File: src/rtl/bpc_map.svh
// pin widths, field positions and drive constants for the bus pin control
`ifndef BPC_MAP_SVH
`define BPC_MAP_SVH

`define BPC_ADDR_W    25
`define BPC_DATA_W    16
`define BPC_CAS_W     3
`define BPC_CAS_LSB   15
`define BPC_CAS_MSB   17
`define BPC_ADDR_HIGH 25'h1FFFFFF
`define BPC_DATA_ZERO 16'h0000
`define BPC_LANE_W    8

`endif

File: src/rtl/bpc_pkg.sv
// types shared by the bus pin control block
package bpc_pkg;

    // gray codes along idle -> first -> second
    typedef enum logic [1:0] {
        BPC_IDLE   = 2'h0,
        BPC_FIRST  = 2'h1,
        BPC_SECOND = 2'h3
    } bpc_state_e;

    // pin drive mode, highest priority first, except that BPC_M_IMAST outranks BPC_M_IDLE
    typedef enum logic [2:0] {
        BPC_M_FLOAT = 3'h0,
        BPC_M_HOLD  = 3'h1,
        BPC_M_PDOWN = 3'h2,
        BPC_M_IDLE  = 3'h3,
        BPC_M_IMAST = 3'h4,
        BPC_M_RUN   = 3'h5
    } bpc_mode_e;

endpackage

File: src/rtl/bpc_phase_clk.sv
// first-phase clock divider driving the phase clock pin
`timescale 1ns/100ps

module bpc_phase_clk (
    input  wire logic clk,
    input  wire logic nrst,
    input  wire logic powerdown_mode,
    output logic      phase_clock_out
);

    logic phase;
    logic next_phase;
    logic next_out;

    // half the double-rate input; keeps running through hold and idle
    always_comb
    begin
        next_phase = ~phase;
        next_out   = powerdown_mode ? 1'b0 : next_phase;
    end

    always_ff @(posedge clk or negedge nrst)
    begin
        if (!nrst)
        begin
            phase           <= 1'b0;
            phase_clock_out <= 1'b0;
        end
        else
        begin
            phase           <= next_phase;
            phase_clock_out <= next_out;
        end
    end

endmodule

File: src/rtl/bpc_pins.sv
// bus status pin control: cycle sequencer and mode-dependent pin states
`timescale 1ns/100ps
`include "bpc_map.svh"

module bpc_pins (
    input  wire logic                     clk,
    input  wire logic                     nrst,
    input  wire logic                     req_valid,
    input  wire logic [`BPC_ADDR_W-1:0]   req_addr,
    input  wire logic                     req_upper,
    input  wire logic                     req_lower,
    input  wire logic                     req_write,
    input  wire logic                     req_data_ctl,
    input  wire logic                     req_mem_io,
    input  wire logic                     req_inta,
    input  wire logic [`BPC_CAS_W-1:0]    req_slave_id,
    input  wire logic [`BPC_DATA_W-1:0]   req_wdata,
    output logic                          req_ready,
    output logic                          done,
    output logic [`BPC_DATA_W-1:0]        rdata,
    input  wire logic                     bus_ready_n,
    input  wire logic                     narrow_port_n,
    input  wire logic                     coproc_busy_n,
    input  wire logic                     selftest_done,
    output logic                          selftest_run,
    input  wire logic                     hold_grant,
    input  wire logic                     idle_mode,
    input  wire logic                     powerdown_mode,
    input  wire logic                     float_request_n,
    input  wire logic                     im_owns_bus,
    input  wire logic [`BPC_ADDR_W-1:0]   im_address,
    input  wire logic                     im_strobe_n,
    input  wire logic                     im_upper_n,
    input  wire logic                     im_lower_n,
    output logic [`BPC_ADDR_W-1:0]        address_lines,
    output logic                          address_oe,
    output logic                          address_strobe_n,
    output logic                          address_strobe_oe,
    output logic                          upper_byte_sel_n,
    output logic                          upper_byte_sel_oe,
    output logic                          lower_byte_sel_n,
    output logic                          lower_byte_sel_oe,
    output logic                          write_read,
    output logic                          data_ctl,
    output logic                          mem_io,
    output logic                          cycle_def_oe,
    output logic [`BPC_DATA_W-1:0]        data_lines_out,
    output logic                          data_lines_oe,
    input  wire logic [`BPC_DATA_W-1:0]   data_lines_in,
    output logic                          phase_clock_out,
    output logic                          phase_clock_oe
);

    // cycle state
    bpc_pkg::bpc_state_e               state;
    bpc_pkg::bpc_state_e               next_state;
    logic [`BPC_ADDR_W-1:0]            cur_addr;
    logic [`BPC_ADDR_W-1:0]            next_cur_addr;
    logic                              cur_upper;
    logic                              next_cur_upper;
    logic                              cur_lower;
    logic                              next_cur_lower;
    logic                              cur_write;
    logic                              next_cur_write;
    logic                              cur_dc;
    logic                              next_cur_dc;
    logic                              cur_mio;
    logic                              next_cur_mio;
    logic                              cur_inta;
    logic                              next_cur_inta;
    logic [`BPC_CAS_W-1:0]             cur_slave;
    logic [`BPC_CAS_W-1:0]             next_cur_slave;
    logic [`BPC_DATA_W-1:0]            cur_wdata;
    logic [`BPC_DATA_W-1:0]            next_cur_wdata;
    logic                              split_half;
    logic                              next_split_half;
    logic                              next_req_ready;
    logic                              next_done;
    logic [`BPC_DATA_W-1:0]            next_rdata;
    bpc_pkg::bpc_mode_e                mode;
    logic                              bus_free;
    logic                              take;

    // pin next values
    logic [`BPC_ADDR_W-1:0]            next_address;
    logic                              next_address_oe;
    logic                              next_strobe_n;
    logic                              next_upper_n;
    logic                              next_lower_n;
    logic                              next_sel_oe;
    logic                              next_write_read;
    logic                              next_data_ctl;
    logic                              next_mem_io;
    logic                              next_data_oe;
    logic                              next_pclk_oe;

    // active-low lane select for a pending byte
    function automatic logic sel_n(input logic moves);
        sel_n = ~moves;
    endfunction

    // address with the cascade field substituted on acknowledge cycles
    function automatic logic [`BPC_ADDR_W-1:0] cyc_addr(
        input logic [`BPC_ADDR_W-1:0] a,
        input logic                   inta,
        input logic [`BPC_CAS_W-1:0]  id);
        cyc_addr = a;
        if (inta)
            cyc_addr[`BPC_CAS_MSB:`BPC_CAS_LSB] = id;
    endfunction

    bpc_selftest u_selftest (
        .clk           (clk),
        .nrst          (nrst),
        .coproc_busy_n (coproc_busy_n),
        .selftest_done (selftest_done),
        .selftest_run  (selftest_run)
    );

    bpc_phase_clk u_phase (
        .clk             (clk),
        .nrst            (nrst),
        .powerdown_mode  (powerdown_mode),
        .phase_clock_out (phase_clock_out)
    );

    // mode priority: async reset above all, then float, hold, powerdown
    always_comb
    begin
        if (!float_request_n)
            mode = bpc_pkg::BPC_M_FLOAT;
        else if (hold_grant)
            mode = bpc_pkg::BPC_M_HOLD;
        else if (powerdown_mode)
            mode = bpc_pkg::BPC_M_PDOWN;
        else if (idle_mode && !im_owns_bus)
            mode = bpc_pkg::BPC_M_IDLE;
        else if (im_owns_bus)
            mode = bpc_pkg::BPC_M_IMAST;
        else
            mode = bpc_pkg::BPC_M_RUN;
    end

    // self test holds off bus cycles only from the second edge after release
    assign bus_free = (mode == bpc_pkg::BPC_M_RUN) && !selftest_run;
    assign take     = bus_free && req_valid;

    // cycle sequencer
    always_comb
    begin
        next_state      = state;
        next_cur_addr   = cur_addr;
        next_cur_upper  = cur_upper;
        next_cur_lower  = cur_lower;
        next_cur_write  = cur_write;
        next_cur_dc     = cur_dc;
        next_cur_mio    = cur_mio;
        next_cur_inta   = cur_inta;
        next_cur_slave  = cur_slave;
        next_cur_wdata  = cur_wdata;
        next_split_half = split_half;
        next_done       = 1'b0;
        next_rdata      = rdata;
        next_req_ready  = 1'b0;
        case (state)
            bpc_pkg::BPC_IDLE:
            begin
                if (take)
                    next_state = bpc_pkg::BPC_FIRST;
            end
            bpc_pkg::BPC_FIRST:
            begin
                next_state = bpc_pkg::BPC_SECOND;
            end
            default:
            begin
                if (!bus_ready_n)
                begin
                    // narrow device: rerun upper byte on the low lane
                    if (!narrow_port_n && cur_upper && cur_lower
                        && !split_half)
                    begin
                        // low byte is final here; the rerun fills the top
                        next_rdata      = data_lines_in;
                        next_cur_lower  = 1'b0;
                        next_split_half = 1'b1;
                        next_state      = bpc_pkg::BPC_FIRST;
                    end
                    else
                    begin
                        if (split_half)
                            next_rdata[`BPC_DATA_W-1:`BPC_LANE_W] =
                                data_lines_in[`BPC_LANE_W-1:0];
                        else
                            next_rdata = data_lines_in;
                        next_done  = 1'b1;
                        next_state = take ? bpc_pkg::BPC_FIRST
                                          : bpc_pkg::BPC_IDLE;
                    end
                end
            end
        endcase
        if ((state != bpc_pkg::BPC_FIRST) && take
            && (next_state == bpc_pkg::BPC_FIRST) && !next_split_half)
        begin
            next_req_ready  = 1'b1;
            next_cur_addr   = req_addr;
            next_cur_upper  = req_upper;
            next_cur_lower  = req_lower;
            next_cur_write  = req_write;
            next_cur_dc     = req_data_ctl;
            next_cur_mio    = req_mem_io;
            next_cur_inta   = req_inta;
            next_cur_slave  = req_slave_id;
            next_cur_wdata  = req_wdata;
        end
        if (next_state == bpc_pkg::BPC_IDLE)
            next_split_half = 1'b0;
        else if (next_req_ready)
            next_split_half = 1'b0;
    end

    // pin states by mode; registered so every pin leaves a flip-flop
    always_comb
    begin
        next_address    = address_lines;
        next_address_oe = 1'b1;
        next_strobe_n   = 1'b1;
        next_upper_n    = upper_byte_sel_n;
        next_lower_n    = lower_byte_sel_n;
        next_sel_oe     = 1'b1;
        next_write_read = write_read;
        next_data_ctl   = data_ctl;
        next_mem_io     = mem_io;
        next_data_oe    = 1'b0;
        next_pclk_oe    = 1'b1;
        case (mode)
            bpc_pkg::BPC_M_FLOAT:
            begin
                next_address_oe = 1'b0;
                next_sel_oe     = 1'b0;
                next_pclk_oe    = 1'b0;
            end
            bpc_pkg::BPC_M_HOLD:
            begin
                next_address_oe = 1'b0;
                next_sel_oe     = 1'b0;
            end
            bpc_pkg::BPC_M_PDOWN:
            begin
                next_address = `BPC_ADDR_HIGH;
                next_upper_n = 1'b0;
                next_lower_n = 1'b1;
            end
            bpc_pkg::BPC_M_IDLE:
            begin
                next_address = `BPC_ADDR_HIGH;
            end
            bpc_pkg::BPC_M_IMAST:
            begin
                next_address  = im_address;
                next_strobe_n = im_strobe_n;
                next_upper_n  = im_upper_n;
                next_lower_n  = im_lower_n;
            end
            default:
            begin
                if (next_state == bpc_pkg::BPC_FIRST)
                begin
                    // address and definition change only at a first state
                    next_address    = cyc_addr(next_cur_addr,
                                               next_cur_inta,
                                               next_cur_slave);
                    next_upper_n    = sel_n(next_cur_upper);
                    next_lower_n    = sel_n(next_cur_lower);
                    next_write_read = next_cur_write;
                    next_data_ctl   = next_cur_dc;
                    next_mem_io     = next_cur_mio;
                    next_strobe_n   = 1'b0;
                end
                next_data_oe = (next_state == bpc_pkg::BPC_SECOND
                                && next_cur_write)
                            || (state == bpc_pkg::BPC_SECOND
                                && cur_write);
            end
        endcase
    end

    // reset states take a constant regardless of any other mode
    always_ff @(posedge clk or negedge nrst)
    begin
        if (!nrst)
        begin
            state             <= bpc_pkg::BPC_IDLE;
            cur_addr          <= `BPC_ADDR_HIGH;
            cur_upper         <= 1'b0;
            cur_lower         <= 1'b0;
            cur_write         <= 1'b0;
            cur_dc            <= 1'b0;
            cur_mio           <= 1'b0;
            cur_inta          <= 1'b0;
            cur_slave         <= '0;
            cur_wdata         <= `BPC_DATA_ZERO;
            split_half        <= 1'b0;
            req_ready         <= 1'b0;
            done              <= 1'b0;
            rdata             <= `BPC_DATA_ZERO;
            address_lines     <= `BPC_ADDR_HIGH;
            address_oe        <= 1'b1;
            address_strobe_n  <= 1'b1;
            address_strobe_oe <= 1'b1;
            upper_byte_sel_n  <= 1'b0;
            lower_byte_sel_n  <= 1'b0;
            upper_byte_sel_oe <= 1'b1;
            lower_byte_sel_oe <= 1'b1;
            write_read        <= 1'b0;
            data_ctl          <= 1'b1;
            mem_io            <= 1'b0;
            cycle_def_oe      <= 1'b1;
            data_lines_out    <= `BPC_DATA_ZERO;
            data_lines_oe     <= 1'b0;
            phase_clock_oe    <= 1'b1;
        end
        else
        begin
            state             <= next_state;
            cur_addr          <= next_cur_addr;
            cur_upper         <= next_cur_upper;
            cur_lower         <= next_cur_lower;
            cur_write         <= next_cur_write;
            cur_dc            <= next_cur_dc;
            cur_mio           <= next_cur_mio;
            cur_inta          <= next_cur_inta;
            cur_slave         <= next_cur_slave;
            cur_wdata         <= next_cur_wdata;
            split_half        <= next_split_half;
            req_ready         <= next_req_ready;
            done              <= next_done;
            rdata             <= next_rdata;
            address_lines     <= next_address;
            address_oe        <= next_address_oe;
            address_strobe_n  <= next_strobe_n;
            address_strobe_oe <= next_address_oe;
            upper_byte_sel_n  <= next_upper_n;
            lower_byte_sel_n  <= next_lower_n;
            upper_byte_sel_oe <= next_sel_oe;
            lower_byte_sel_oe <= next_sel_oe;
            write_read        <= next_write_read;
            data_ctl          <= next_data_ctl;
            mem_io            <= next_mem_io;
            cycle_def_oe      <= next_sel_oe;
            // split upper byte rides the low lane
            data_lines_out    <= next_split_half
                ? {next_cur_wdata[`BPC_DATA_W-1:`BPC_LANE_W],
                   next_cur_wdata[`BPC_DATA_W-1:`BPC_LANE_W]}
                : next_cur_wdata;
            data_lines_oe     <= next_data_oe && float_request_n;
            phase_clock_oe    <= next_pclk_oe;
        end
    end
endmodule

File: src/rtl/bpc_selftest.sv
// catches the coprocessor busy level at reset release for self test
`timescale 1ns/100ps

module bpc_selftest (
    input  wire logic clk,
    input  wire logic nrst,
    input  wire logic coproc_busy_n,
    input  wire logic selftest_done,
    output logic      selftest_run
);

    logic caught;
    logic next_caught;
    logic next_run;

    // a strap cannot be loaded by the async reset, so it is taken
    // on the first clock edge after release
    always_comb
    begin
        next_caught = 1'b1;
        next_run    = selftest_run & ~selftest_done;
        if (!caught)
            next_run = ~coproc_busy_n;
    end

    always_ff @(posedge clk or negedge nrst)
    begin
        if (!nrst)
        begin
            caught       <= 1'b0;
            selftest_run <= 1'b0;
        end
        else
        begin
            caught       <= next_caught;
            selftest_run <= next_run;
        end
    end

endmodule

File: config.mk
export PLATFORM = sky130hd
export DESIGN_NAME = bpc_pins
export DESIGN_NICKNAME = d
export VERILOG_FILES = /design/src/rtl/bpc_pkg.sv /design/src/rtl/bpc_phase_clk.sv /design/src/rtl/bpc_pins.sv /design/src/rtl/bpc_selftest.sv
export VERILOG_INCLUDE_DIRS = /design/src /design/src/rtl
export SDC_FILE = /design/constraint.sdc
export NUM_CORES = 1
export LEC_CHECK = 0
export BUFFER_PORTS_ARGS = -buffer_cell sky130_fd_sc_hd__buf_2
export CORE_MARGIN = 8
export CORE_UTILIZATION = 40
export CTS_CLUSTER_DIAMETER = 60
export CTS_CLUSTER_SIZE = 30
export DETAILED_ROUTE_END_ITERATION = 8
export PLACE_DENSITY = 0.72
export SETUP_SLACK_MARGIN = 0.05
export SLEW_MARGIN = 25
export SYNTH_ARGS = -nofsm -noshare
export SYNTH_HDL_FRONTEND = slang
export SYNTH_HIERARCHICAL = 1
export SYNTH_SLANG_ARGS = --single-unit
export TNS_END_PERCENT = 50
File: constraint.sdc
create_clock -name clk -period 2.3 [get_ports clk]
set_input_delay 0.46 -clock clk [delete_from_list [all_inputs] [get_ports clk]]
set_output_delay 0.46 -clock clk [all_outputs]
set_load 0.005 [all_outputs]
[After elaboration in Yosys (flattened, before gate mapping)]
Index checks and enable logic that the tools add are counted.
Storage, ports and cells
  input bits: 106
  register bits after elaboration: 125
Cells by class
  reductions and logical operators: 34
  muxes and demuxes: 49
  eq/ne operators: 11
  bitwise logic cells: 11
Operator list (count)
  25-bit case mux with 3 select lines: 1
  25-bit 2-to-1 mux: 2
  16-bit 2-to-1 mux: 2
  1-bit 2-to-1 mux: 29
  8-bit 2-to-1 mux: 3
  3-bit 2-to-1 mux: 6
  1-bit logical AND: 12
  1-bit inverter: 10
  2-bit AND reduction: 4
  3-bit by 2-bit equality test with 1-bit output (second input constant): 2
  3-bit equality test (second input constant): 2
  1-bit case mux with 3 select lines: 2
  3-bit nonzero test: 2
  2-bit OR reduction: 3
  1-bit zero test: 5
  5-bit OR reduction: 1
  2-bit by 1-bit equality test with 1-bit output (second input constant): 2
  2-bit equality test (second input constant): 2
  2-bit zero test: 2
  2-bit 2-to-1 mux: 2
  2-bit by 1-bit != test with 1-bit output (second input constant): 2
  2-bit case mux with 2 select lines: 1
  4-bit OR reduction: 1
  3-bit by 1-bit equality test with 1-bit output (second input constant): 1
  other kinds (6): 6

[Logic depth before layout (Yosys ltp)]
  depth in word-level cells: 21
  mapped depth: 9

[Modules after synthesis]
The synthesis kept the hierarchy.
By module, submodules not included
  bpc_pins: instances 1, cells each 420, area each 4951.0 um2
  bpc_selftest: instances 1, cells each 5, area each 63.8 um2
  bpc_phase_clk: instances 1, cells each 4, area each 57.6 um2

[Worst setup path after synthesis]
OpenSTA, ideal clock, no wires.
  path type: input to register
  start point: input port idle_mode
  end point: register address_lines[10]
  path buffers: 1
  required time: 2218 ps
  arrival time: 1950 ps
  library setup time: 82 ps
  cell stages on the path: 6
  setup slack: 268 ps
  cells stage by stage: or3_4 -> nor3_4 -> nand3_4 -> buf_6 -> mux2_4 -> o31a_1
Between the ends
  word-level cells in the longest chain between the ends: 18
  elaborated cells between the ends (all ways): 30
Ends and longest elaborated chain
  start, declared: RTL line bpc_pins.sv:27  | input wire logic idle_mode,
  1-bit logical AND (*): RTL line bpc_pins.sv:136  | else if (idle_mode && !im_owns_bus)
  3-bit 2-to-1 mux (*): RTL line bpc_pins.sv:136
  3-bit 2-to-1 mux (*): RTL line bpc_pins.sv:134  | else if (powerdown_mode)
  3-bit 2-to-1 mux (*): RTL line bpc_pins.sv:132  | else if (hold_grant)
  3-bit 2-to-1 mux (*): RTL line bpc_pins.sv:130  | if (!float_request_n)
  3-bit equality test (*): RTL line bpc_pins.sv:145  | assign bus_free = (mode == bpc_pkg::BPC_M_RUN) && !selftest_run;
  1-bit logical AND (*): RTL line bpc_pins.sv:145
  1-bit logical AND (*): RTL line bpc_pins.sv:146  | assign take = bus_free && req_valid;
  [... 2 more ...]
  2-bit 2-to-1 mux: RTL line bpc_pins.sv:177  | if (!bus_ready_n)
  2-bit case mux with 2 select lines: RTL line bpc_pins.sv:165  | case (state)
  2-bit by 1-bit equality test with 1-bit output: RTL line bpc_pins.sv:204  | && (next_state == bpc_pkg::BPC_FIRST) && !next_split_half)
  1-bit logical AND (*) (2 in a row): RTL line bpc_pins.sv:204
  25-bit 2-to-1 mux (*): RTL line bpc_pins.sv:203  | if ((state != bpc_pkg::BPC_FIRST) && take
  named net next_cur_addr[10]: RTL line bpc_pins.sv:58  | logic [`BPC_ADDR_W-1:0] next_cur_addr;
  25-bit 2-to-1 mux (*): RTL line bpc_pins.sv:268  | if (next_state == bpc_pkg::BPC_FIRST)
  25-bit case mux with 3 select lines (*): RTL line bpc_pins.sv:237  | case (mode)
  end signal, assigned: RTL line bpc_pins.sv:308  | address_lines <= `BPC_ADDR_HIGH;
  end signal, assigned: RTL line bpc_pins.sv:340  | address_lines <= next_address;
  end, declared: RTL line bpc_pins.sv:35  | output logic [`BPC_ADDR_W-1:0] address_lines,
The timed path passes the listed nets; every way through them passes the cells marked *. The select of a mux whose other input is x is not followed.
A chain may end at the register's enable or synchronous reset.

[Final worst setup path]
  start point: register state[1]
  end point: register address_lines[23]
Between the ends
  word-level cells in the longest chain between the ends: 8
  elaborated cells between the ends (all ways): 18
Ends and longest elaborated chain
  start, declared: RTL line bpc_pins.sv:55  | bpc_pkg::bpc_state_e state;
  start signal, assigned: RTL line bpc_pins.sv:294  | state <= bpc_pkg::BPC_IDLE;
  start signal, assigned: RTL line bpc_pins.sv:326  | state <= next_state;
  2-bit by 1-bit equality test with 1-bit output, or another cell as far along: RTL line bpc_pins.sv:165
  2-bit case mux with 2 select lines (*): RTL line bpc_pins.sv:165
  named net next_state[1]: RTL line bpc_pins.sv:56  | bpc_pkg::bpc_state_e next_state;
  2-bit by 1-bit equality test with 1-bit output (*): RTL line bpc_pins.sv:204
  1-bit logical AND (*) (2 in a row): RTL line bpc_pins.sv:204
  25-bit 2-to-1 mux (*): RTL line bpc_pins.sv:203
  named net next_cur_addr[23]: RTL line bpc_pins.sv:58
  25-bit 2-to-1 mux (*): RTL line bpc_pins.sv:268
  25-bit case mux with 3 select lines (*): RTL line bpc_pins.sv:237
Marks and branches as above.

==> results.md <==
- DP HPWL: 10030 µm
- Critical-path cell list: mux2i_1, inv_1, nor3_4, nand3_4, buf_12, mux2_4, o31a_1
- Yosys reg bits: 117
- Reg-to-reg startpoint: state[1]
- Type of origin of the critical path: flip-flop
- Gpl congestion: 0.7945
- Layout cell share with drive strength beyond 1: 0.5160
- Distinct cells, synth: 40
- Crit path depth: 7
- Fin nets: 717
- Setup TNS: 0 ns
- Met3 Wirelength: 1421 µm
- Kind of cell adding the most delay to the critical path: multiplexers
- Clock power frac: 0.373
- Grt ovf: 0
- Critical path peak fanout: 22
- Peak Freq: 0.4860 GHz
- Vias in the first global route: 4428
- Syn Nets: 535
- DR pass1 iterations: 4
- Cell Int Power: 4.975 mW
- Status: finished clean
- Tightest Pin Transition: 0.5481 ns
- Die area: 16540 µm²
- Initial antenna violation count: 1
- WP buf/inv: 2
- Switching power: 1.743 mW
- Seq/Total Area, Yosys: 0.5905
- Crit Path Category: flip-flop to flip-flop
- CP max stage delay: 0.44 ns
- Chip Height: 128.6 µm
- Core Region: 12520 µm²
- Wire per inst: 17.13 µm
- Worst R2R End: address_lines[23]
- Clock Tree Root: clkbuf_16
- Die Wd: 128.6 µm
- Most common cell after layout, fill and taps aside: buf_2
- Wire length on met1: 5582 µm
- Boundary pin count: 180
- Power Density: 992.9 nW/µm²
- Comb power frac: 0.198
- Post-synth EDFFs: 0
- Clk sinks: 117
- Num CTS Buffers: 17
- Row cnt: 41
- Setup Buffers After CTS: 0
- Hold Buf Count CTS: 0
- Synth area leaders: dfrtp_1, dfstp_2, nand2_1
- Net Sw Frac: 0.2595
- Gate Count Post-Synth: 429
- RSZ-0062 raised after global routing: false
- Worst hold slack: 0.06044 ns
- DR iter-0 viols: 184
- GRT Total Usage: 0.1732
- Max cap viols: 0
- Initial Utilization: 0.4052
- Sequential power share: 0.428
- Global-route wire length before repair: 22220 µm
- Setup slack, reg-to-reg: 0.24 ns
- Final Cycle Share: 0.8947
- Largest net degree at the start of global routing: 42
- CTS resizes: 0
- Post-synth top area cell: dfrtp_1
- Diodes inserted: 0
- Peak supply drop: 530.8 µV
- Crit. End Element: flip-flop
- Detailed Route WL: 13630 µm
- Via-per-instance ratio: 4.935
- Ys Warns: 6
- Clock Latency Late Sink: 0.41 ns
- CTS max path bufs: 2
- Worst Clk Skew: 0.006390 ns
- CTS tree: done
- Reg2Reg Depth: 7
- CP required: 2.63 ns
- H-Tree Level Count: 4
- Most frequent cells in the layout: buf_2, nand2_1, dfrtp_1
- Primary FF master, synth: dfrtp_1
- Port Buf Inserts: 179
- Fillers: 1095
- Final Max Slew Viols: 0
- Leak: 3.314 nW
- DP Area: 6195 µm²
- Post-Syn Area: 5072 µm²
- Clock transition at path regs: 0.05 ns
- Top cell type's share of synthesized area: 0.3108
- Critical-path top delay cell: dfrtp_1
- Metal2 WL: 6372 µm
- WP data arrival: 2.39 ns
- Final Instance Area: 6766 µm²
- Critical Path Sink: address_lines[23]
- Tmin final: 2.058 ns
- Post-DRT Antenna Nets: 0
- Worst slew margin: 0.6346
- Origin of the worst setup path: state[1]
- Highest Signal Layer: met5
- Hold Fails Final Rpt: 0
- Avg Cell Area, Syn: 11.82 µm²
- Total number of vias: 3928
- Area growth syn-to-layout: 33.40%
- Total power: 6.718 mW
- Min-delay worst type: input port to async pin
- Finish-stage setup viols: 0
- Ys async rst share: 1.000
- Remaining DRCs: 0
-- power groups by stage --
| stage | combinational, mW | sequential [mW] | clock (mW) |
|---|---|---|---|
| after floorplan | 0.725 | 2.89 | 0 |
| after global placement | 1.30 | 2.88 | 0 |
| after detailed placement | 1.36 | 2.91 | 0 |
| after CTS | 1.36 | 2.89 | 2.58 |
| after global routing | 1.49 | 2.94 | 2.67 |
| final | 1.33 | 2.88 | 2.51 |
-- cell type report --
type,count,area [µm²],share of cell area
Sequential cell,117,2995,0.4427
Multi-Input combinational cell,271,1853,0.2739
Timing Repair Buffer,196,1101,0.1627
Clock buffer,28,526.8,0.07785
Tap cell,172,215.2,0.03180
Clock inverter,4,45.04,0.006657
Inverter,8,30.03,0.004438
-- sequential cells by signal, indices dropped and copies added, names as in the netlist, 2 cells and up --
name / cells
data_lines_out: 8
rdata: 16
cur_slave: 3
address_lines: 25
state: 2
cur_addr: 25
cur_wdata: 16
-- logic make-up after synthesis --
| family | share of synthesized area |
|---|---|
| flip-flops | 0.5905 |
| AND/OR/NAND/NOR | 0.1132 |
| buffers and inverters | 0.04415 |
| multiplexers | 0.1204 |
| other | 0.0007393 |
| AO/OA/AOI/OAI | 0.1310 |
-- worst reg2reg max path: cells and delay by family, from the launching register on --
kind	cells	cell delay (ns)
buffers and inverters	2	0.34
DFF	1	0.44
and+or+nand+nor	2	0.29
muxes	2	0.64
AOI/OAI and AO/OA	1	0.27
-- Yosys cell counts (all sizes together) (3+ instances only) --
master	number
nand2	101
dfrtp	63
dfstp	54
mux2	37
buf	23
o22a	22
o31a	22
nor2	15
mux2i	13
clkbuf	10
o21ai	10
a21oi	9
nand3	8
o211ai	8
inv	7
o22ai	4
a21boi	3
a31oi	3
-- per-stage QoR --
step	setup WS, ns	util	instances
6_report	0.2422	0.5406	796
5_1_grt	0.07792	0.5406	796
4_1_cts	0.2412	0.5406	796
2_1_floorplan	0.2682	-	429
3_5_place_dp	0.06480	0.4949	764
3_3_place_gp	0.1033	0.4949	764
-- worst min-delay path by stage --
stage / cells after the start / from / slack (ns) / to
global route: 1 / nrst / 0.07 / upper_byte_sel_n
floorplan: 0 / nrst / 0.16 / cur_dc
detailed placement: 1 / u_phase/phase / 0.42 / u_phase/phase
CTS: 1 / nrst / 0.04 / lower_byte_sel_n
finish: 1 / nrst / 0.06 / state[1]
global placement: 1 / u_phase/phase / 0.41 / u_phase/phase
-- per-layer routing --
layer,up-vias,track usage
met5,-,0
met4,2,0.07118
met3,24,0.08151
met2,148,0.2789
met1,1901,0.1948
li1,1853,-
(Power assumes the default switching activity.)
